<file path="src/rtl/isr_map.svh">
// register offsets, field positions, reset values and bit positions of the status block
// assumes inclusion by the single design file, the checker and the bench, by bare name
`ifndef ISR_MAP_SVH
`define ISR_MAP_SVH

// register offsets on the plain register port (word index = address)
`define ISR_A_STB       5'h00
`define ISR_A_SRE       5'h01
`define ISR_A_ESR       5'h02
`define ISR_A_ESE       5'h03
`define ISR_A_QCOND     5'h04
`define ISR_A_QEVT      5'h05
`define ISR_A_QEN       5'h06
`define ISR_A_QPTR      5'h07
`define ISR_A_QNTR      5'h08
`define ISR_A_OCOND     5'h09
`define ISR_A_OEVT      5'h0a
`define ISR_A_OEN       5'h0b
`define ISR_A_OPTR      5'h0c
`define ISR_A_ONTR      5'h0d
`define ISR_A_CTRL      5'h0e
`define ISR_A_CMD       5'h0f
`define ISR_A_CALVAL    5'h10

// command codes written to the command register
`define ISR_CMD_CLS     8'h01
`define ISR_CMD_PRESET  8'h02
`define ISR_CMD_RST     8'h03

// status byte bit positions
`define ISR_STB_QUES    3
`define ISR_STB_ESB     5
`define ISR_STB_RQS     6
`define ISR_STB_OPER    7

// standard event bit positions
`define ISR_ESR_CMDERR  5

// questionable bit positions
`define ISR_Q_TIME      2
`define ISR_Q_FREQ      5
`define ISR_Q_CALERR    8
`define ISR_Q_OOL       10
`define ISR_Q_CMDWARN   14
`define ISR_Q_TOP       15

// operation bit positions
`define ISR_O_MEAS      4

// control register fields
`define ISR_CTRL_AUTOCAL 0

// reset values
`define ISR_RST_AUTOCAL 1'b1
`define ISR_RST_ZERO16  16'h0000
`define ISR_RST_ZERO8   8'h00
// preset: positive filters ones in bits 14 to 0, negative zero, enables zero
`define ISR_RST_PTR     16'h7fff

// event-type questionable bits bypass the transition filters
`define ISR_Q_EVT_MASK  16'h4500

`endif

</file>
<file path="src/rtl/isr_pkg.sv">
// types shared by the status reporting block and its bench
// assumes nothing beyond a SystemVerilog compiler
package isr_pkg;

    // one register port request
    typedef struct packed {
        logic [4:0] addr;
        logic [15:0] wdata;
        logic wr;
        logic rd;
    } isr_req_t;

    // events reported by the measurement and parser logic
    typedef struct packed {
        logic cmd_error;
        logic cal_error;
        logic out_of_limit;
        logic cmd_warning;
        logic measuring;
    } isr_evt_t;

    // calibration sequencer states
    typedef enum logic [1:0] {
        ISR_CAL_IDLE,
        ISR_CAL_RUN,
        ISR_CAL_MEAS
    } isr_cal_t;

endpackage

</file>
<file path="src/rtl/isr_status.sv">
// status reporting block: status byte, standard event, questionable and operation groups
// assumes one 125 MHz clock, synchronous event inputs, plain register port with
// read data in the cycle after the read strobe
// assumes the parser pulses cmd_error once per bad command and the measurement
// engine holds measuring high for the whole of a measurement
// no interrupt of its own: the service request level is the only alert
//
// Design decisions made here: the register addresses and the plain strobed port.
`timescale 1ns/1ps
`default_nettype none
`include "isr_map.svh"

module isr_status #(
    parameter int W = 16
) (
    input wire logic mclk,
    input wire logic reset,
    input wire isr_pkg::isr_req_t req,
    output logic [15:0] rdata,
    input wire isr_pkg::isr_evt_t evt,
    input wire logic meas_start,
    input wire logic cal_done,
    input wire logic [15:0] cal_result,
    output logic cal_start,
    output logic meas_go,
    output logic [15:0] cal_value,
    output logic srq
);

    // questionable and operation groups share one structure, indexed 0 and 1
    // index 0 is the questionable group, index 1 the operation group
    // live condition bits and their value one cycle back, for edge detection
    logic [W-1:0] cond_r [2];
    logic [W-1:0] cond_prev_r [2];

    // latched events and the software masks that shape them
    logic [W-1:0] evt_r [2];
    logic [W-1:0] en_r [2];
    logic [W-1:0] ptr_r [2];
    logic [W-1:0] ntr_r [2];

    // event-type inputs that skip the filters, and the next event word
    logic [W-1:0] direct [2];
    logic [W-1:0] evt_nxt [2];
    logic [1:0] summ;

    // standard event group and the status byte
    logic [7:0] esr_r;
    logic [7:0] ese_r;
    logic [7:0] sre_r;
    logic [7:0] stb;

    // auto calibration enable and its delayed copy
    logic autocal_r;
    logic autocal_prev_r;

    // one-cycle command strobes decoded from the command register
    logic cls;
    logic preset;
    logic rst_cmd;
    logic wr_cmd;

    // read path and calibration sequencer
    logic [15:0] rdata_nxt;
    isr_pkg::isr_cal_t cal_st_r;

    // command register decode: one-cycle actions
    // an unknown code does nothing; the command word itself reads zero
    assign wr_cmd = req.wr && (req.addr == `ISR_A_CMD);
    assign cls = wr_cmd && (req.wdata[7:0] == `ISR_CMD_CLS);
    assign preset = wr_cmd && (req.wdata[7:0] == `ISR_CMD_PRESET);
    assign rst_cmd = wr_cmd && (req.wdata[7:0] == `ISR_CMD_RST);

    // auto calibration enable, on after reset and after the reset command
    // only bit 0 of the control word counts; filters need preset, not reset
    always_ff @(posedge mclk or posedge reset) begin
        if (reset) begin
            autocal_r <= `ISR_RST_AUTOCAL;
        end else if (rst_cmd) begin
            autocal_r <= `ISR_RST_AUTOCAL;
        end else if (req.wr && req.addr == `ISR_A_CTRL) begin
            autocal_r <= req.wdata[`ISR_CTRL_AUTOCAL];
        end
    end

    // calibration sequencer: calibrate then measure, or measure straight away
    // a request while calibrating is ignored; the engine asks only once
    always_ff @(posedge mclk or posedge reset) begin
        if (reset) begin
            cal_st_r <= isr_pkg::ISR_CAL_IDLE;
            cal_start <= 1'b0;
            meas_go <= 1'b0;
        end else begin
            cal_start <= 1'b0;
            meas_go <= 1'b0;
            case (cal_st_r)
                // calibrate first when enabled, else start at once
                isr_pkg::ISR_CAL_IDLE: begin
                    if (meas_start && autocal_r) begin
                        cal_start <= 1'b1;
                        cal_st_r <= isr_pkg::ISR_CAL_RUN;
                    end else if (meas_start) begin
                        meas_go <= 1'b1;
                    end
                end
                // no timeout: a lost done from the engine stalls here
                isr_pkg::ISR_CAL_RUN: begin
                    if (cal_done) begin
                        cal_st_r <= isr_pkg::ISR_CAL_MEAS;
                    end
                end
                // one cycle of go once the new values are in place
                isr_pkg::ISR_CAL_MEAS: begin
                    meas_go <= 1'b1;
                    cal_st_r <= isr_pkg::ISR_CAL_IDLE;
                end
                // unused encoding falls back to idle
                default: begin
                    cal_st_r <= isr_pkg::ISR_CAL_IDLE;
                end
            endcase
        end
    end

    // calibration values only replaced by a finished calibration
    // a skipped calibration leaves the previous values in use
    always_ff @(posedge mclk or posedge reset) begin
        if (reset) begin
            cal_value <= `ISR_RST_ZERO16;
        end else if (cal_st_r == isr_pkg::ISR_CAL_RUN && cal_done) begin
            cal_value <= cal_result;
        end
    end

    // condition registers; a one-cycle lag on calibration keeps edges aligned
    // the delayed copy also resets to on, so no false edge follows reset
    always_ff @(posedge mclk or posedge reset) begin
        if (reset) begin
            autocal_prev_r <= `ISR_RST_AUTOCAL;
        end else begin
            autocal_prev_r <= autocal_r;
        end
    end

    // live condition and direct event words per group
    // unused bits stay zero so the filters never see them
    always_comb begin
        cond_r[0] = '0;
        cond_r[0][`ISR_Q_TIME] = ~autocal_prev_r;
        cond_r[0][`ISR_Q_FREQ] = ~autocal_prev_r;
        cond_r[1] = '0;
        cond_r[1][`ISR_O_MEAS] = evt.measuring;
        direct[0] = '0;
        direct[0][`ISR_Q_CALERR] = evt.cal_error;
        direct[0][`ISR_Q_OOL] = evt.out_of_limit;
        direct[0][`ISR_Q_CMDWARN] = evt.cmd_warning;
        direct[1] = '0;
    end

    // per group: transition filters, event latch, enable, summary
    // one loop keeps both groups identical, so a fix lands in both
    for (genvar g = 0; g < 2; g++) begin : grp
        // edge masks, the surviving event word and the clear strobe
        logic [W-1:0] rise;
        logic [W-1:0] fall;
        logic [W-1:0] keep;
        logic clr_rd;
        // register addresses of this group
        logic [4:0] a_evt;
        logic [4:0] a_en;
        logic [4:0] a_ptr;
        logic [4:0] a_ntr;

        assign a_evt = (g == 0) ? `ISR_A_QEVT : `ISR_A_OEVT;
        assign a_en = (g == 0) ? `ISR_A_QEN : `ISR_A_OEN;
        assign a_ptr = (g == 0) ? `ISR_A_QPTR : `ISR_A_OPTR;
        assign a_ntr = (g == 0) ? `ISR_A_QNTR : `ISR_A_ONTR;

        // transition filters act only on condition bits
        assign rise = cond_r[g] & ~cond_prev_r[g] & ptr_r[g];
        assign fall = ~cond_r[g] & cond_prev_r[g] & ntr_r[g];
        // reading the event register clears it, but a new event still wins
        assign clr_rd = (req.rd && req.addr == a_evt) || cls;
        assign keep = clr_rd ? '0 : evt_r[g];
        // event-type bits bypass the filters, the rest pass only through them
        assign evt_nxt[g] = (keep | rise | fall | direct[g]) & ~`ISR_Q_EVT_MASK
            | ((keep | direct[g]) & `ISR_Q_EVT_MASK);

        // event latch; bit 15 is never stored
        always_ff @(posedge mclk or posedge reset) begin
            if (reset) begin
                cond_prev_r[g] <= '0;
                evt_r[g] <= '0;
            end else begin
                cond_prev_r[g] <= cond_r[g];
                evt_r[g] <= evt_nxt[g] & ~(W'(1) << `ISR_Q_TOP);
            end
        end

        // filters and enable, preset restores filter defaults
        // writes drop bit 15 so it never takes part in a summary
        // preset outranks a register write in the same cycle
        always_ff @(posedge mclk or posedge reset) begin
            if (reset) begin
                en_r[g] <= '0;
                ptr_r[g] <= `ISR_RST_PTR;
                ntr_r[g] <= '0;
            end else if (preset) begin
                en_r[g] <= '0;
                ptr_r[g] <= `ISR_RST_PTR;
                ntr_r[g] <= '0;
            end else if (req.wr) begin
                if (req.addr == a_en) begin
                    en_r[g] <= req.wdata[W-1:0] & `ISR_RST_PTR;
                end
                if (req.addr == a_ptr) begin
                    ptr_r[g] <= req.wdata[W-1:0] & `ISR_RST_PTR;
                end
                if (req.addr == a_ntr) begin
                    ntr_r[g] <= req.wdata[W-1:0] & `ISR_RST_PTR;
                end
            end
        end

        // group summary into the status byte
        assign summ[g] = |(evt_r[g] & en_r[g]);
    end

    // standard event register: command error set wins over clear
    // only the command error flag has a source in this block
    always_ff @(posedge mclk or posedge reset) begin
        if (reset) begin
            esr_r <= `ISR_RST_ZERO8;
        end else begin
            // clear first so a set in the same cycle wins
            if ((req.rd && req.addr == `ISR_A_ESR) || cls) begin
                esr_r <= `ISR_RST_ZERO8;
            end
            if (evt.cmd_error) begin
                esr_r[`ISR_ESR_CMDERR] <= 1'b1;
            end
        end
    end

    // standard event and service request enables
    // bit 6 of the request enable is not writable; it is the summary itself
    always_ff @(posedge mclk or posedge reset) begin
        if (reset) begin
            ese_r <= `ISR_RST_ZERO8;
            sre_r <= `ISR_RST_ZERO8;
        end else if (req.wr) begin
            if (req.addr == `ISR_A_ESE) begin
                ese_r <= req.wdata[7:0];
            end
            if (req.addr == `ISR_A_SRE) begin
                sre_r <= req.wdata[7:0] & ~(8'h01 << `ISR_STB_RQS);
            end
        end
    end

    // status byte built live from the summaries
    // combinational so the request follows an enable write at once
    always_comb begin
        stb = '0;
        stb[`ISR_STB_QUES] = summ[0];
        stb[`ISR_STB_OPER] = summ[1];
        stb[`ISR_STB_ESB] = |(esr_r & ese_r);
        // request bit summarises the other bits under the request enable
        stb[`ISR_STB_RQS] = |(stb & sre_r);
    end

    // level output; stays high until the cause is cleared or disabled
    assign srq = stb[`ISR_STB_RQS];

    // read mux; unmapped addresses read zero
    // the mux follows the address alone; the strobe picks the cycle
    always_comb begin
        rdata_nxt = '0;
        case (req.addr)
            // byte-wide registers sit in the low byte
            `ISR_A_STB: rdata_nxt = {8'h00, stb};
            `ISR_A_SRE: rdata_nxt = {8'h00, sre_r};
            `ISR_A_ESR: rdata_nxt = {8'h00, esr_r};
            `ISR_A_ESE: rdata_nxt = {8'h00, ese_r};
            // questionable group
            `ISR_A_QCOND: rdata_nxt = cond_r[0];
            `ISR_A_QEVT: rdata_nxt = evt_r[0];
            `ISR_A_QEN: rdata_nxt = en_r[0];
            `ISR_A_QPTR: rdata_nxt = ptr_r[0];
            `ISR_A_QNTR: rdata_nxt = ntr_r[0];
            // operation group
            `ISR_A_OCOND: rdata_nxt = cond_r[1];
            `ISR_A_OEVT: rdata_nxt = evt_r[1];
            `ISR_A_OEN: rdata_nxt = en_r[1];
            `ISR_A_OPTR: rdata_nxt = ptr_r[1];
            `ISR_A_ONTR: rdata_nxt = ntr_r[1];
            // control and calibration
            `ISR_A_CTRL: rdata_nxt = {15'h0000, autocal_r};
            `ISR_A_CALVAL: rdata_nxt = cal_value;
            default: rdata_nxt = '0;
        endcase
    end

    // read data held for exactly the cycle after the strobe
    // returning zero between reads keeps stale values off the port
    always_ff @(posedge mclk or posedge reset) begin
        if (reset) begin
            rdata <= `ISR_RST_ZERO16;
        end else if (req.rd) begin
            rdata <= rdata_nxt;
        end else begin
            rdata <= `ISR_RST_ZERO16;
        end
    end

endmodule

`default_nettype wire

</file>
<file path="config.mk">
export PLATFORM = sky130hd
export DESIGN_NAME = isr_status
export DESIGN_NICKNAME = d
export VERILOG_FILES = /design/src/rtl/isr_pkg.sv /design/src/rtl/isr_status.sv
export VERILOG_INCLUDE_DIRS = /design/src /design/src/rtl
export SDC_FILE = /design/constraint.sdc
export NUM_CORES = 1
export LEC_CHECK = 0
export BUFFER_PORTS_ARGS = -buffer_cell sky130_fd_sc_hd__clkbuf_2
export CORE_MARGIN = 2
export CORE_UTILIZATION = 53
export CTS_CLUSTER_SIZE = 25
export DETAILED_ROUTE_END_ITERATION = 16
export PLACE_DENSITY_LB_ADDON = 0.05
export SLEW_MARGIN = 25
export SYNTH_ARGS = -nofsm -noshare
export SYNTH_HDL_FRONTEND = slang
export SYNTH_SLANG_ARGS = --single-unit
</file>
<file path="constraint.sdc">
create_clock -name mclk -period 7.4 [get_ports mclk]
set_input_delay 2.22 -clock mclk [delete_from_list [all_inputs] [get_ports mclk]]
set_output_delay 2.22 -clock mclk [all_outputs]
set_load 0.01 [all_outputs]
</file>
# Yosys cells after proc, flatten, opt, wreduce, memory -nomap -nowiden
# Cells that the tools add are included.
# word_totals
regBits	182
inputBits	48
out_inout_bits	35
word_cells	139
# classes
n_eq_ne	23
n_mux	34
bitwise_logic	25
n_reduce_logical	37
# ops
op	count
16-bit two-way mux	19
16-bit one-hot mux with 16 select lines	1
14-bit bitwise AND	4
14-bit bitwise OR	4
5-bit by 4-bit == test with 1-bit output, second input constant	8
15-bit by 16-bit bitwise AND with 16-bit output	2
16-bit OR reduction	2
15-bit two-way mux	2
14-bit by 15-bit bitwise OR with 15-bit output	2
5-bit NOT with 14-bit output	2
6-bit NOT with 14-bit output	2
5-bit by 3-bit == test with 1-bit output, second input constant	4
2-bit AND reduction	9
2-bit nonzero test	9
8-bit by 2-bit == test with 1-bit output, second input constant	2
8-bit OR reduction	2
15-bit bitwise OR	1
14-bit by 5-bit bitwise AND with 14-bit output	1
14-bit by 6-bit bitwise AND with 14-bit output	1
5-bit by 14-bit bitwise AND with 14-bit output	1
6-bit by 14-bit bitwise AND with 14-bit output	1
14-bit by 11-bit bitwise OR with 14-bit output	1
5-bit by 2-bit == test with 1-bit output, second input constant	2
1-bit logical AND	10
17 further kinds	27

# Depth between registers and ports, before layout
# Gate-level depths: netlist of run 1.
# logic_depth
depth_word	9
ltp_mapped	8
depth_no_buf	5

# Worst setup path before layout of run 1
# Ideal clock, no wire load.
# synth_path
path_kind	in2reg
startpoint	in req[18] (netlist name)
endpoint	reg ntr_r[16] (netlist name)
t_arrival_ns	3.669
slack_ns	3.605
cell_stages	6
path_buffers	2
path_cell_list	buf_2 -> or3b_2 -> nor2_2 -> buf_4 -> nor2_1 -> a221o_1
# synth_between
elab_chain_cells	5
# synth_rtl
item	line_no	text
start: declaration	isr_status.sv:18	input wire isr_pkg::isr_req_t req,
5-bit by 4-bit == test with 1-bit output (no line)	-	
1-bit logical AND	isr_status.sv:69	assign wr_cmd = req.wr && (req.addr == `ISR_A_CMD);
1-bit logical AND	isr_status.sv:71	assign preset = wr_cmd && (req.wdata[7:0] == `ISR_CMD_PRESET);
2-bit nonzero test (no line)	-	
2-bit AND reduction (no line)	-	
end signal: indexed assignment	isr_status.sv:220	ntr_r[g] <= req.wdata[W-1:0] & `ISR_RST_PTR;
end: declaration	isr_status.sv:40	logic [W-1:0] ntr_r [2];
# Parallel ways exist; a longest one is shown, timed or not.
# A chain may end at the register's enable or synchronous reset.

# Worst setup path in the final report of run 1
# layout_path
startpoint	in req[1] (netlist name)
endpoint	reg ptr_r[17] (netlist name)
# layout_between
elab_chain_cells	4
# layout_rtl
item	line_no	text
1-bit logical AND	isr_status.sv:69	
1-bit logical AND	isr_status.sv:71	
2-bit nonzero test (no line)	-	
2-bit AND reduction (no line)	-	
end signal: indexed assignment	isr_status.sv:206	ptr_r[g] <= `ISR_RST_PTR;
end signal: indexed assignment	isr_status.sv:210	ptr_r[g] <= `ISR_RST_PTR;
end signal: indexed assignment	isr_status.sv:217	ptr_r[g] <= req.wdata[W-1:0] & `ISR_RST_PTR;
end: declaration	isr_status.sv:39	logic [W-1:0] ptr_r [2];
# Parallel ways exist; a longest one is shown, timed or not.

==> reports/summary.log, run 1 <==
qor: run_status.outcome complete, no violations
qor: setup_path.cp.required 7.76 ns
qor: routing.drt_iter0_drc 777
qor: cts.clock_sink_count 176
qor: setup_path.timing.critical_path.arrival 5.22 ns
qor: yosys.synth.area.top_cells sky130_fd_sc_hd__dfrtp_1 48%, sky130_fd_sc_hd__dfstp_2 11%, sky130_fd_sc_hd__o2bb2ai_1 5.6%
qor: job.timing.max_cap.violations 0
qor: cells_and_area.area.growth.synth_to_final 14.7%
qor: setup_path.number_of_cells_on_the_worst_reg_to_reg_path 4
qor: min_path.hold_path_startpoint autocal_r
qor: grt.grt_start_max_net_pins 120
qor: power_and_ir_drop.totalPowerFinal 0.00254 W
qor: setup_path.worst-r2r-setup-slack 5.34 ns
qor: setup_path.timing.critical_path.fanout_max 39
qor: yosys.synthesis.area_per_instance 12.0 µm²
qor: grt.grtUsageTotal 31.5%
qor: placement.portBuffers 81
qor: cts.cts.path.max_buffers 2
qor: power_and_ir_drop.power_density_over_the_cells 294 nW/µm²
qor: yosys.synth_top_cell_area_share 47.9%
qor: timing.max_slew.worst_pin.slew 0.980 ns
qor: die.core 13900 µm²
qor: yosys.ys_types 57
qor: timing.final.min_clock_period 4.86 ns
qor: setup_path.end_kind flop
qor: die.horizontal_die_dimension 123 µm
qor: grt.global_route_wire_length_before_repair 34800 µm
qor: timing.drv_slew 0
qor: setup_path.setup.worst_path.class primary input to flop
qor: cts.path_clk_slew 0.06 ns
qor: cells_and_area.drive_above_1_share 26.1%
qor: timing.report.final.hold_viol_count 0
qor: yosys.synthDominantAreaCellType sky130_fd_sc_hd__dfrtp_1
qor: min_path.hold_class flop to flop
qor: setup_path.critPathSlowestCell sky130_fd_sc_hd__o21a_1
qor: cts.cts_post_setup_buffers_inserted 0
qor: yosys.synth_warnings 0
qor: yosys.synth_flop_cell sky130_fd_sc_hd__dfrtp_1
qor: grt.grt.met1_usage 42.6%
qor: cells_and_area.num_antenna_cells 0
qor: setup_path.crit_path_cell_trace clkbuf_2 > buf_4 > and3_1 > and4_1 > nor3b_2 > o21a_1 > mux2_2
qor: timing.timing.fmax 206 MHz
qor: timing.rsz0062_at_grt no
qor: yosys.seq_area_frac_synth 59.1%
qor: grt.use_met3 7.10%
qor: routing.dr.pass1.iters 6
qor: routing.post-route-drc-count 0
qor: grt.global_route.overflow_total 0
qor: yosys.post_synth_instance_area 7520 µm²
qor: routing.avgViaCountPerCell 6.78
qor: cells_and_area.finish.utilization 62.2%
qor: yosys.count_of_flip_flops_with_a_built_in_enable_after_synthesis 0
qor: cts.cts_max_level 4
qor: timing.fin_tns_setup 0 ns
qor: timing.slew_margin_rel 34.7%
qor: grt.grt_antenna_before_repair 0
qor: setup_path.worstReg2RegStart cal_st_r[1]
qor: routing.wl_per_cell 25.7 µm
qor: yosys.yosys_register_bits 176
qor: routing.detail_route.wirelength 22900 µm
qor: timing.finalSetupViolCount 0
qor: placement.post-dp-hpwl 15100 µm
qor: yosys.fraction_of_registers_with_async_set_reset 100%
qor: cells_and_area.nets 748
qor: min_path.holdPathStages 0
qor: grt.grt_use_met2 48.2%
qor: power_and_ir_drop.p_leak 3.81 nW
qor: die.num_rows 43
qor: cts.tritoncts.num_buffers 17
qor: placement.place_congestion 0.926
qor: timing.final_period_util 65.7%
qor: cts.ctsResizeCount 0
qor: power_and_ir_drop.power.ir.vdd_worst 180 µV
qor: routing.num_vias 6048
qor: die.die_y 123 µm
qor: min_path.endpoint_of_the_worst_hold_path autocal_prev_r
qor: cells_and_area.stdcell_count 892
qor: cells_and_area.filler_cell_count 1123
qor: cts.cts_tree yes
qor: die.io_pins 83
qor: cts.cts.hold.buffers_added 0
qor: setup_path.rr_endpoint cal_value[13]
qor: setup_path.max_stage_delay 0.81 ns
qor: yosys.synth_common_cells 144 x sky130_fd_sc_hd__dfrtp_1, 82 x sky130_fd_sc_hd__nand2_1, 48 x sky130_fd_sc_hd__o2bb2ai_1
qor: timing.fin_hold_ws 0.378 ns
qor: timing.worst_clock_skew 0.00696 ns
qor: yosys.synth_fp_nets 675
qor: yosys.postSynthCellCount 627
qor: cts.clock_latency_reported_for_the_late_side_of_the_worst_skew_pair 0.43 ns
qor: setup_path.critPathLaunchType primary input
qor: placement.post-place-cells 861
qor: grt.first_global_vias 5956
qor: routing.drtAntennaViolNets 0
qor: die.initial_core_util 54.2%
qor: grt.grt_busiest_layer met2
qor: yosys.yosysMostFrequentCell sky130_fd_sc_hd__dfrtp_1
qor: cts.clk_root_buffer_cell sky130_fd_sc_hd__clkbuf_16
qor: die.die-area 15200 µm²
[cells by family after synthesis]
kind of cell,Yosys count,share of synthesized area (%)
multiplexers,19,2.78
AND/OR/NAND/NOR,173,11.9
AO/OA/AOI/OAI,215,23.5
flip-flops,176,59.1
buffers and inverters,44,2.71
[registers in the layout, indices dropped and copies added (netlist names)]
register / flops
autocal_prev_r: 1
autocal_r: 1
cal_st_r: 2
cal_start: 1
cal_value: 16
cond_prev_r: 2
en_r: 30
ese_r: 8
esr_r: 1
evt_r: 30
meas_go: 1
ntr_r: 30
ptr_r: 30
rdata: 16
sre_r: 7
[metrics by stage]
step / setup slack [ns] / area (µm²)
finish: 2.54 / 8630
global route: 2.51 / 8630
CTS: 2.61 / 8630
detailed placement: 2.17 / 8060
global placement: 2.20 / 8060
floorplan: 0.459 / 7520
[worst max-delay path: cells and delay by family]
| family | cells | cell delay [ns] |
|---|---|---|
| simple gates | 3 | 1.28 |
| buf+inv | 2 | 0.49 |
| compound gates | 1 | 0.81 |
| mux | 1 | 0.41 |
[final cells by class]
cell class	instances	area (µm²)	area share, %
clock buffer	26	509	5.90
clock inverter	5	52.6	0.609
inverter	7	33.8	0.392
multi-input combinational	407	2880	33.4
sequential	176	4440	51.5
tap	180	225	2.61
timing repair buffer	91	480	5.57
[worst max-delay path by stage]
stage / slack (ns) / endpoint / from
floorplan: 0.46 / cal_st_r[0] / reset
global placement: 2.20 / ntr_r[25] / req[1]
detailed placement: 2.17 / ptr_r[17] / req[1]
CTS: 2.61 / ptr_r[17] / req[1]
global route: 2.51 / ptr_r[17] / req[1]
finish: 2.54 / ptr_r[17] / req[1]
[placed cells by master, fill, tap and decap left out, drive strengths merged, types with 16 or more instances in the layout]
master,count
nor2,17
dfrtp,144
nand2,83
dfstp,32
and2,28
clkbuf,107
a22oi,38
o2bb2ai,48
o22a,26
a22o,16
[power by group]
part           leakage (nW)  total (W)  switching, W  internal [W]
registers              2.19    0.00132      0.000154       0.00116
logic                  1.34   0.000357      0.000191      0.000166
clock network         0.276   0.000864      0.000359      0.000505
total                  3.81    0.00254      0.000704       0.00184
[metal layers]
layer  share of wire [%]  up-vias  wire length [µm]
li1                    -     2553                 -
met1                  42     3086              9580
met2                  46      336             10600
met3                 8.0       73              1820
met4                 4.0        0               911
met5                   0        -                 0
Power figures use the tool's default switching activity.
==> run 2, diff against run 1 <==
==> constraint.sdc (replaced) <==
create_clock -name mclk -period 4.4 [get_ports mclk]
set_input_delay 1.32 -clock mclk [delete_from_list [all_inputs] [get_ports mclk]]
set_output_delay 1.32 -clock mclk [all_outputs]
set_load 0.01 [all_outputs]
==> run 2 against run 1 <==
Clock-buffer cell count down 8. Register-to-register slack worse by 3.0 ns. Largest cell class unchanged. Cell area is 2.5% higher. Power grew 74%. Highest routed layer unchanged. Sequential power is 68% higher.
==> reports/summary.log, run 2 (same netlist as run 1, synthesis figures left out) <==
qor: die.num_rows 43 [unchanged]
qor: die.io_pins 83 [unchanged]
qor: cts.clock_latency_reported_for_the_late_side_of_the_worst_skew_pair 0.43 ns [about the same]
qor: grt.first_global_vias 6255 [was 5956]
qor: power_and_ir_drop.p_leak 3.94 nW [was 3.81 nW]
qor: cells_and_area.stdcell_count 912 [was 892]
qor: setup_path.critPathLaunch en_r[1] [was req[1]]
qor: timing.finalSetupViolCount 0 [unchanged]
qor: grt.global_route.overflow_total 0 [unchanged]
qor: routing.drtAntennaViolNets 0 [unchanged]
qor: power_and_ir_drop.power.ir.vdd_worst 351 µV [was 180 µV]
qor: grt.grtUsageTotal 33.0% [was 31.5%]
qor: timing.drv_slew 0 [unchanged]
qor: routing.wl_per_cell 25.9 µm [was 25.7 µm]
qor: routing.dr.pass1.iters 6 [unchanged]
qor: placement.portBuffers 81 [unchanged]
qor: timing.max_slew.worst_pin.slew 0.921 ns [was 0.980 ns]
qor: setup_path.critPathLaunchType flop [was primary input]
qor: timing.timing.fmax 292 MHz
qor: setup_path.setup.worst_path.class flop to primary output [was primary input to flop]
qor: setup_path.end_kind primary output [was flop]
qor: timing.final.min_clock_period 3.43 ns
qor: setup_path.timing.critical_path.fanout_max 3 [was 39]
qor: cts.path_clk_slew 0.07 ns [was 0.06 ns]
qor: routing.avgViaCountPerCell 6.84 [was 6.78]
qor: setup_path.timing.critical_path.arrival 2.11 ns [was 5.22 ns]
qor: setup_path.worstReg2RegStart cal_st_r[1] [unchanged]
qor: min_path.hold_path_startpoint autocal_r [unchanged]
qor: placement.post-place-cells 880 [was 861]
qor: die.horizontal_die_dimension 123 µm [unchanged]
qor: die.die-area 15200 µm² [unchanged]
qor: cells_and_area.drive_above_1_share 28.7% [was 26.1%]
qor: cells_and_area.nets 767 [was 748]
qor: grt.grt_antenna_before_repair 0 [unchanged]
qor: timing.rsz0062_at_grt no [unchanged]
qor: cts.clk_root_buffer_cell sky130_fd_sc_hd__clkbuf_16 [unchanged]
qor: cells_and_area.area.growth.synth_to_final 17.5% [was 14.7%]
qor: setup_path.cp.required 3.08 ns [was 7.76 ns]
qor: cells_and_area.num_antenna_cells 0 [unchanged]
qor: cts.clock_sink_count 176 [unchanged]
qor: cts.ctsResizeCount 0 [unchanged]
qor: job.timing.max_cap.violations 0 [unchanged]
qor: routing.drt_iter0_drc 732 [was 777]
qor: routing.detail_route.wirelength 23600 µm [was 22900 µm]
qor: min_path.hold_class flop to flop [unchanged]
qor: timing.fin_hold_ws 0.377 ns [was 0.378 ns]
qor: placement.post-dp-hpwl 16100 µm [was 15100 µm]
qor: timing.report.final.hold_viol_count 0 [unchanged]
qor: cts.cts_post_setup_buffers_inserted 0 [unchanged]
qor: die.core 13900 µm² [unchanged]
qor: die.initial_core_util 54.2% [unchanged]
qor: grt.grt_start_max_net_pins 77 [was 120]
qor: die.die_y 123 µm [unchanged]
qor: cts.cts_tree yes [unchanged]
qor: cts.cts.path.max_buffers 2 [unchanged]
qor: timing.fin_tns_setup 0 ns [unchanged]
qor: timing.worst_clock_skew 0.00731 ns [was 0.00696 ns]
qor: timing.final_period_util 77.9%
qor: routing.post-route-drc-count 0 [unchanged]
qor: grt.global_route_wire_length_before_repair 36400 µm [was 34800 µm]
qor: power_and_ir_drop.power_density_over_the_cells 501 nW/µm² [was 294 nW/µm²]
qor: cts.cts_max_level 4 [unchanged]
qor: cts.tritoncts.num_buffers 17 [unchanged]
qor: cells_and_area.most_common_cell_after_layout_fill_and_taps_aside sky130_fd_sc_hd__dfrtp_1 [unchanged]
qor: placement.place_congestion 0.957 [was 0.926]
qor: timing.slew_margin_rel 38.3% [was 34.7%]
qor: cells_and_area.layout_common_cells 144 x sky130_fd_sc_hd__dfrtp_1, 82 x sky130_fd_sc_hd__nand2_1, 81 x sky130_fd_sc_hd__clkbuf_2, 48 x sky130_fd_sc_hd__o2bb2ai_1, 38 x sky130_fd_sc_hd__a22oi_1 [unchanged]
qor: routing.num_vias 6237 [was 6048]
qor: run_status.outcome complete, no violations [unchanged]
qor: cells_and_area.finish.utilization 63.7% [was 62.2%]
qor: cts.cts.hold.buffers_added 0 [unchanged]
## run 2: area by class of cell
cell class                 instances  area (µm²)
tap                              180         225
clock inverter                    14         188
timing repair buffer             110         636
sequential                       176        4440
multi-input combinational        407        2880
fill                            1121        5040
clock buffer                      18         439
inverter                           7        30.0
## run 2: final timing paths
check	endpoint	slack, ns	depth (start not counted)
min in group asynchronous	evt_r[25]	0.90	2
max in group asynchronous	ptr_r[0]	2.58	3
hold reg to reg	autocal_prev_r	0.38	0
hold / removal	autocal_prev_r	0.38	0
setup reg to reg	cal_value[10]	2.31	4
setup / recovery	srq	0.97	5
## run 2: per-layer routing
metal	GRT usage (%)	vias up	wire, µm
li1	-	2611	-
met4	16.1	0	941
met1	44.3	3172	9510
met5	0	-	0
met3	8.21	72	2150
met2	50.2	382	11000
## run 2: report_power, final
| part | total, W | switching [W] | internal (W) |
|---|---|---|---|
| combinational | 0.000609 | 0.000323 | 0.000286 |
| clock | 0.00160 | 0.000640 | 0.000964 |
| sequential | 0.00222 | 0.000261 | 0.00196 |
| total | 0.00443 | 0.00122 | 0.00321 |
## run 2: worst max-delay path, cell delays in order (launching register included)
cell	delay (ns)
sky130_fd_sc_hd__dfrtp_1	0.42
sky130_fd_sc_hd__a222oi_1	0.39
sky130_fd_sc_hd__nand3_1	0.16
sky130_fd_sc_hd__nor3_1	0.34
sky130_fd_sc_hd__o211ai_1	0.20
sky130_fd_sc_hd__clkbuf_2	0.17
## run 2: through the flow
stage	setup slack, ns	power [W]	instance area (µm²)
2_1_floorplan	0.853	0.00253	7530
3_3_place_gp	0.944	0.00281	8220
3_5_place_dp	0.947	0.00285	8220
4_1_cts	0.982	0.00445	8840
5_1_grt	0.885	0.00462	8840
6_report	0.971	0.00443	8840
==> run 3, diff against run 2 <==
==> constraint.sdc (replaced) <==
create_clock -name mclk -period 3.3 [get_ports mclk]
set_input_delay 0.99 -clock mclk [delete_from_list [all_inputs] [get_ports mclk]]
set_output_delay 0.99 -clock mclk [all_outputs]
set_load 0.01 [all_outputs]
==> run 3 against run 2 <==
First-iteration DRC count down 2.2%. Routed wire length grew 1.7%. Clock-buffer cell count grew 6. Critical path depth stayed put. Critical path type unchanged. Critical endpoint unchanged. Power increased by 29%. Global-route usage rose by 0.22 points. Sequential cell count is the same.
==> reports/summary.log, run 3 (same netlist as run 1, synthesis figures left out) <==
qor: run_status.outcome complete, no violations [unchanged]
qor: cts.cts_tree yes [unchanged]
qor: die.num_rows 43 [unchanged]
qor: die.die_y 123 µm [unchanged]
qor: cts.cts.hold.buffers_added 0 [unchanged]
qor: cts.cts.path.max_buffers 2 [unchanged]
qor: setup_path.crit_path_cell_trace a222oi_1 > nand3_1 > nor3_1 > o211ai_1 > clkbuf_2 [unchanged]
qor: cts.clock_sink_count 176 [unchanged]
qor: timing.final.min_clock_period 3.07 ns
qor: cells_and_area.finish.utilization 64.5% [was 63.7%]
qor: timing.finalSetupViolCount 0 [unchanged]
qor: cells_and_area.nets 787 [was 767]
qor: power_and_ir_drop.cellInternalPower 0.00412 W [was 0.00321 W]
qor: placement.post-dp-hpwl 16800 µm [was 16100 µm]
qor: power_and_ir_drop.power.ir.vdd_worst 386 µV [was 351 µV]
qor: cells_and_area.most_common_cell_after_layout_fill_and_taps_aside sky130_fd_sc_hd__dfrtp_1 [unchanged]
qor: power_and_ir_drop.seq_power_share 51.6% [was 50.1%]
qor: timing.final_period_util 93.1%
qor: cells_and_area.area.growth.synth_to_final 19.1% [was 17.5%]
qor: timing.drv_slew 0 [unchanged]
qor: power_and_ir_drop.pwr-share-clk 34.0% [was 36.2%]
qor: die.core 13900 µm² [unchanged]
qor: grt.grt_start_max_net_pins 74 [was 77]
qor: routing.detail_route.wirelength 24000 µm [was 23600 µm]
qor: routing.drtAntennaViolNets 0 [unchanged]
qor: job.timing.max_cap.violations 0 [unchanged]
qor: grt.global_route.overflow_total 0 [unchanged]
qor: routing.dr.pass1.iters 5 [was 6]
qor: timing.timing.fmax 325 MHz
qor: die.io_pins 83 [unchanged]
qor: cells_and_area.drive_above_1_share 30.1% [was 28.7%]
qor: routing.wl_per_cell 25.8 µm [was 25.9 µm]
qor: setup_path.critPathSlowestCell sky130_fd_sc_hd__dfrtp_1 [unchanged]
qor: cts.tritoncts.num_buffers 17 [unchanged]
qor: setup_path.max_stage_delay 0.42 ns [about the same]
qor: routing.drt_iter0_drc 716 [was 732]
qor: timing.report.final.hold_viol_count 0 [unchanged]
qor: routing.avgViaCountPerCell 6.67 [was 6.84]
qor: power_and_ir_drop.power.switching_fraction 28.0% [was 27.6%]
qor: timing.finalWorstSetupSlack 0.227 ns [was 0.971 ns]
qor: power_and_ir_drop.power_density_over_the_cells 639 nW/µm² [was 501 nW/µm²]
qor: routing.post-route-drc-count 0 [unchanged]
qor: power_and_ir_drop.p_leak 4.01 nW [was 3.94 nW]
qor: die.initial_core_util 54.2% [unchanged]
qor: grt.global_route_wire_length_before_repair 36700 µm [was 36400 µm]
qor: setup_path.critPathLaunchType flop [unchanged]
qor: power_and_ir_drop.switchingPower 0.00160 W [was 0.00122 W]
qor: cells_and_area.layout_common_cells 144 x sky130_fd_sc_hd__dfrtp_1, 82 x sky130_fd_sc_hd__nand2_1, 81 x sky130_fd_sc_hd__clkbuf_2, 48 x sky130_fd_sc_hd__o2bb2ai_1, 46 x sky130_fd_sc_hd__buf_4 [was 144 x sky130_fd_sc_hd__dfrtp_1, 82 x sky130_fd_sc_hd__nand2_1, 81 x sky130_fd_sc_hd__clkbuf_2, 48 x sky130_fd_sc_hd__o2bb2ai_1, 38 x sky130_fd_sc_hd__a22oi_1]
qor: setup_path.end_kind primary output [unchanged]
qor: setup_path.path_buf_inv 1 [unchanged]
qor: min_path.hold_class flop to flop [unchanged]
qor: cts.clock_latency_reported_for_the_late_side_of_the_worst_skew_pair 0.43 ns [about the same]
qor: cts.cts_post_setup_buffers_inserted 0 [unchanged]
qor: routing.num_vias 6213 [was 6237]
qor: cells_and_area.num_antenna_cells 0 [unchanged]
qor: timing.max_slew.worst_pin.slew 1.05 ns [was 0.921 ns]
qor: placement.dp_slack 0.194 ns [was 0.947 ns]
qor: cts.ctsResizeCount 0 [unchanged]
qor: grt.grt_antenna_before_repair 0 [unchanged]
qor: setup_path.timing.critical_path.arrival 2.08 ns [was 2.11 ns]
qor: power_and_ir_drop.power_frac_comb 14.4% [was 13.7%]
qor: cts.path_clk_slew 0.07 ns [about the same]
qor: setup_path.cp_top_family compound AO/OA/AOI/OAI gates [unchanged]
qor: setup_path.setup.worst_path.class flop to primary output [unchanged]
qor: die.die-area 15200 µm² [unchanged]
qor: timing.worst_clock_skew 0.00664 ns [was 0.00731 ns]
qor: cts.cts_max_level 4 [unchanged]
qor: placement.place_congestion 0.910 [was 0.957]
qor: timing.slew_margin_rel 29.9% [was 38.3%]
qor: timing.rsz0062_at_grt no [unchanged]
qor: setup_path.cp.required 2.31 ns [was 3.08 ns]
qor: grt.grtUsageTotal 33.2% [was 33.0%]
qor: die.horizontal_die_dimension 123 µm [unchanged]
qor: cts.clk_root_buffer_cell sky130_fd_sc_hd__clkbuf_16 [unchanged]
qor: grt.first_global_vias 6249 [was 6255]
qor: placement.portBuffers 81 [unchanged]
qor: timing.fin_tns_setup 0 ns [unchanged]
qor: setup_path.timing.critical_path.fanout_max 3 [unchanged]
run 3: cell types whose count changed in the layout (fill, tap and decap cells not counted), moves of 2 or more:
cell | before | now
sky130_fd_sc_hd__clkinv_2 | 5 | 3
sky130_fd_sc_hd__bufinv_16 | 4 | 1
sky130_fd_sc_hd__clkbuf_8 | 1 | 4
sky130_fd_sc_hd__clkbuf_1 | 0 | 3
sky130_fd_sc_hd__clkinv_4 | 3 | 0
sky130_fd_sc_hd__buf_4 | 28 | 46
sky130_fd_sc_hd__buf_12 | 1 | 3
run 3: power by group through the flow:
stage | Sequential, W | Clock, W | Combinational [W]
global placement | 0.00296 | 0 | 0.000799
floorplan | 0.00290 | 0 | 0.000479
CTS | 0.00295 | 0.00196 | 0.000831
finish | 0.00295 | 0.00195 | 0.000824
global route | 0.00299 | 0.00207 | 0.000912
detailed placement | 0.00298 | 0 | 0.000823
run 3: metrics by stage:
step	hold WS, ns	total power, W	cell area, µm²	std cells
6_report	0.378	0.00573	8960	932
2_1_floorplan	0.361	0.00338	7530	627
5_1_grt	0.381	0.00597	8960	932
4_1_cts	0.377	0.00574	8960	932
3_5_place_dp	0.368	0.00381	8390	900
3_3_place_gp	0.366	0.00376	8390	900
run 3: final timing paths:
check / slack [ns] / cells after the start / endpoint / startpoint
worst max-delay path: 0.23 / 5 / srq / en_r[1]
worst min-delay path: 0.38 / 0 / autocal_prev_r / autocal_r
worst max register to register: 1.41 / 5 / rdata[6] / en_r[1]
worst min register to register: 0.38 / 0 / autocal_prev_r / autocal_r
max in group asynchronous: 2.11 / 3 / ptr_r[21] / reset
min in group asynchronous: 0.46 / 2 / rdata[9] / reset
run 3: area by class of cell:
class | count | area, µm²
Multi-Input combinational cell | 407 | 2880
Sequential cell | 176 | 4440
Inverter | 7 | 30.0
Tap cell | 180 | 225
Clock buffer | 24 | 492
Fill cell | 1105 | 4920
Timing Repair Buffer | 130 | 811
Clock inverter | 8 | 77.6
run 3: layer usage:
metal	vias to the layer above	track usage (%)	wire (µm)
met2	339	51.0	11300
met1	3169	46.1	9790
met5	-	0	0
met3	64	6.37	2000
met4	0	14.7	972
li1	2641	-	-
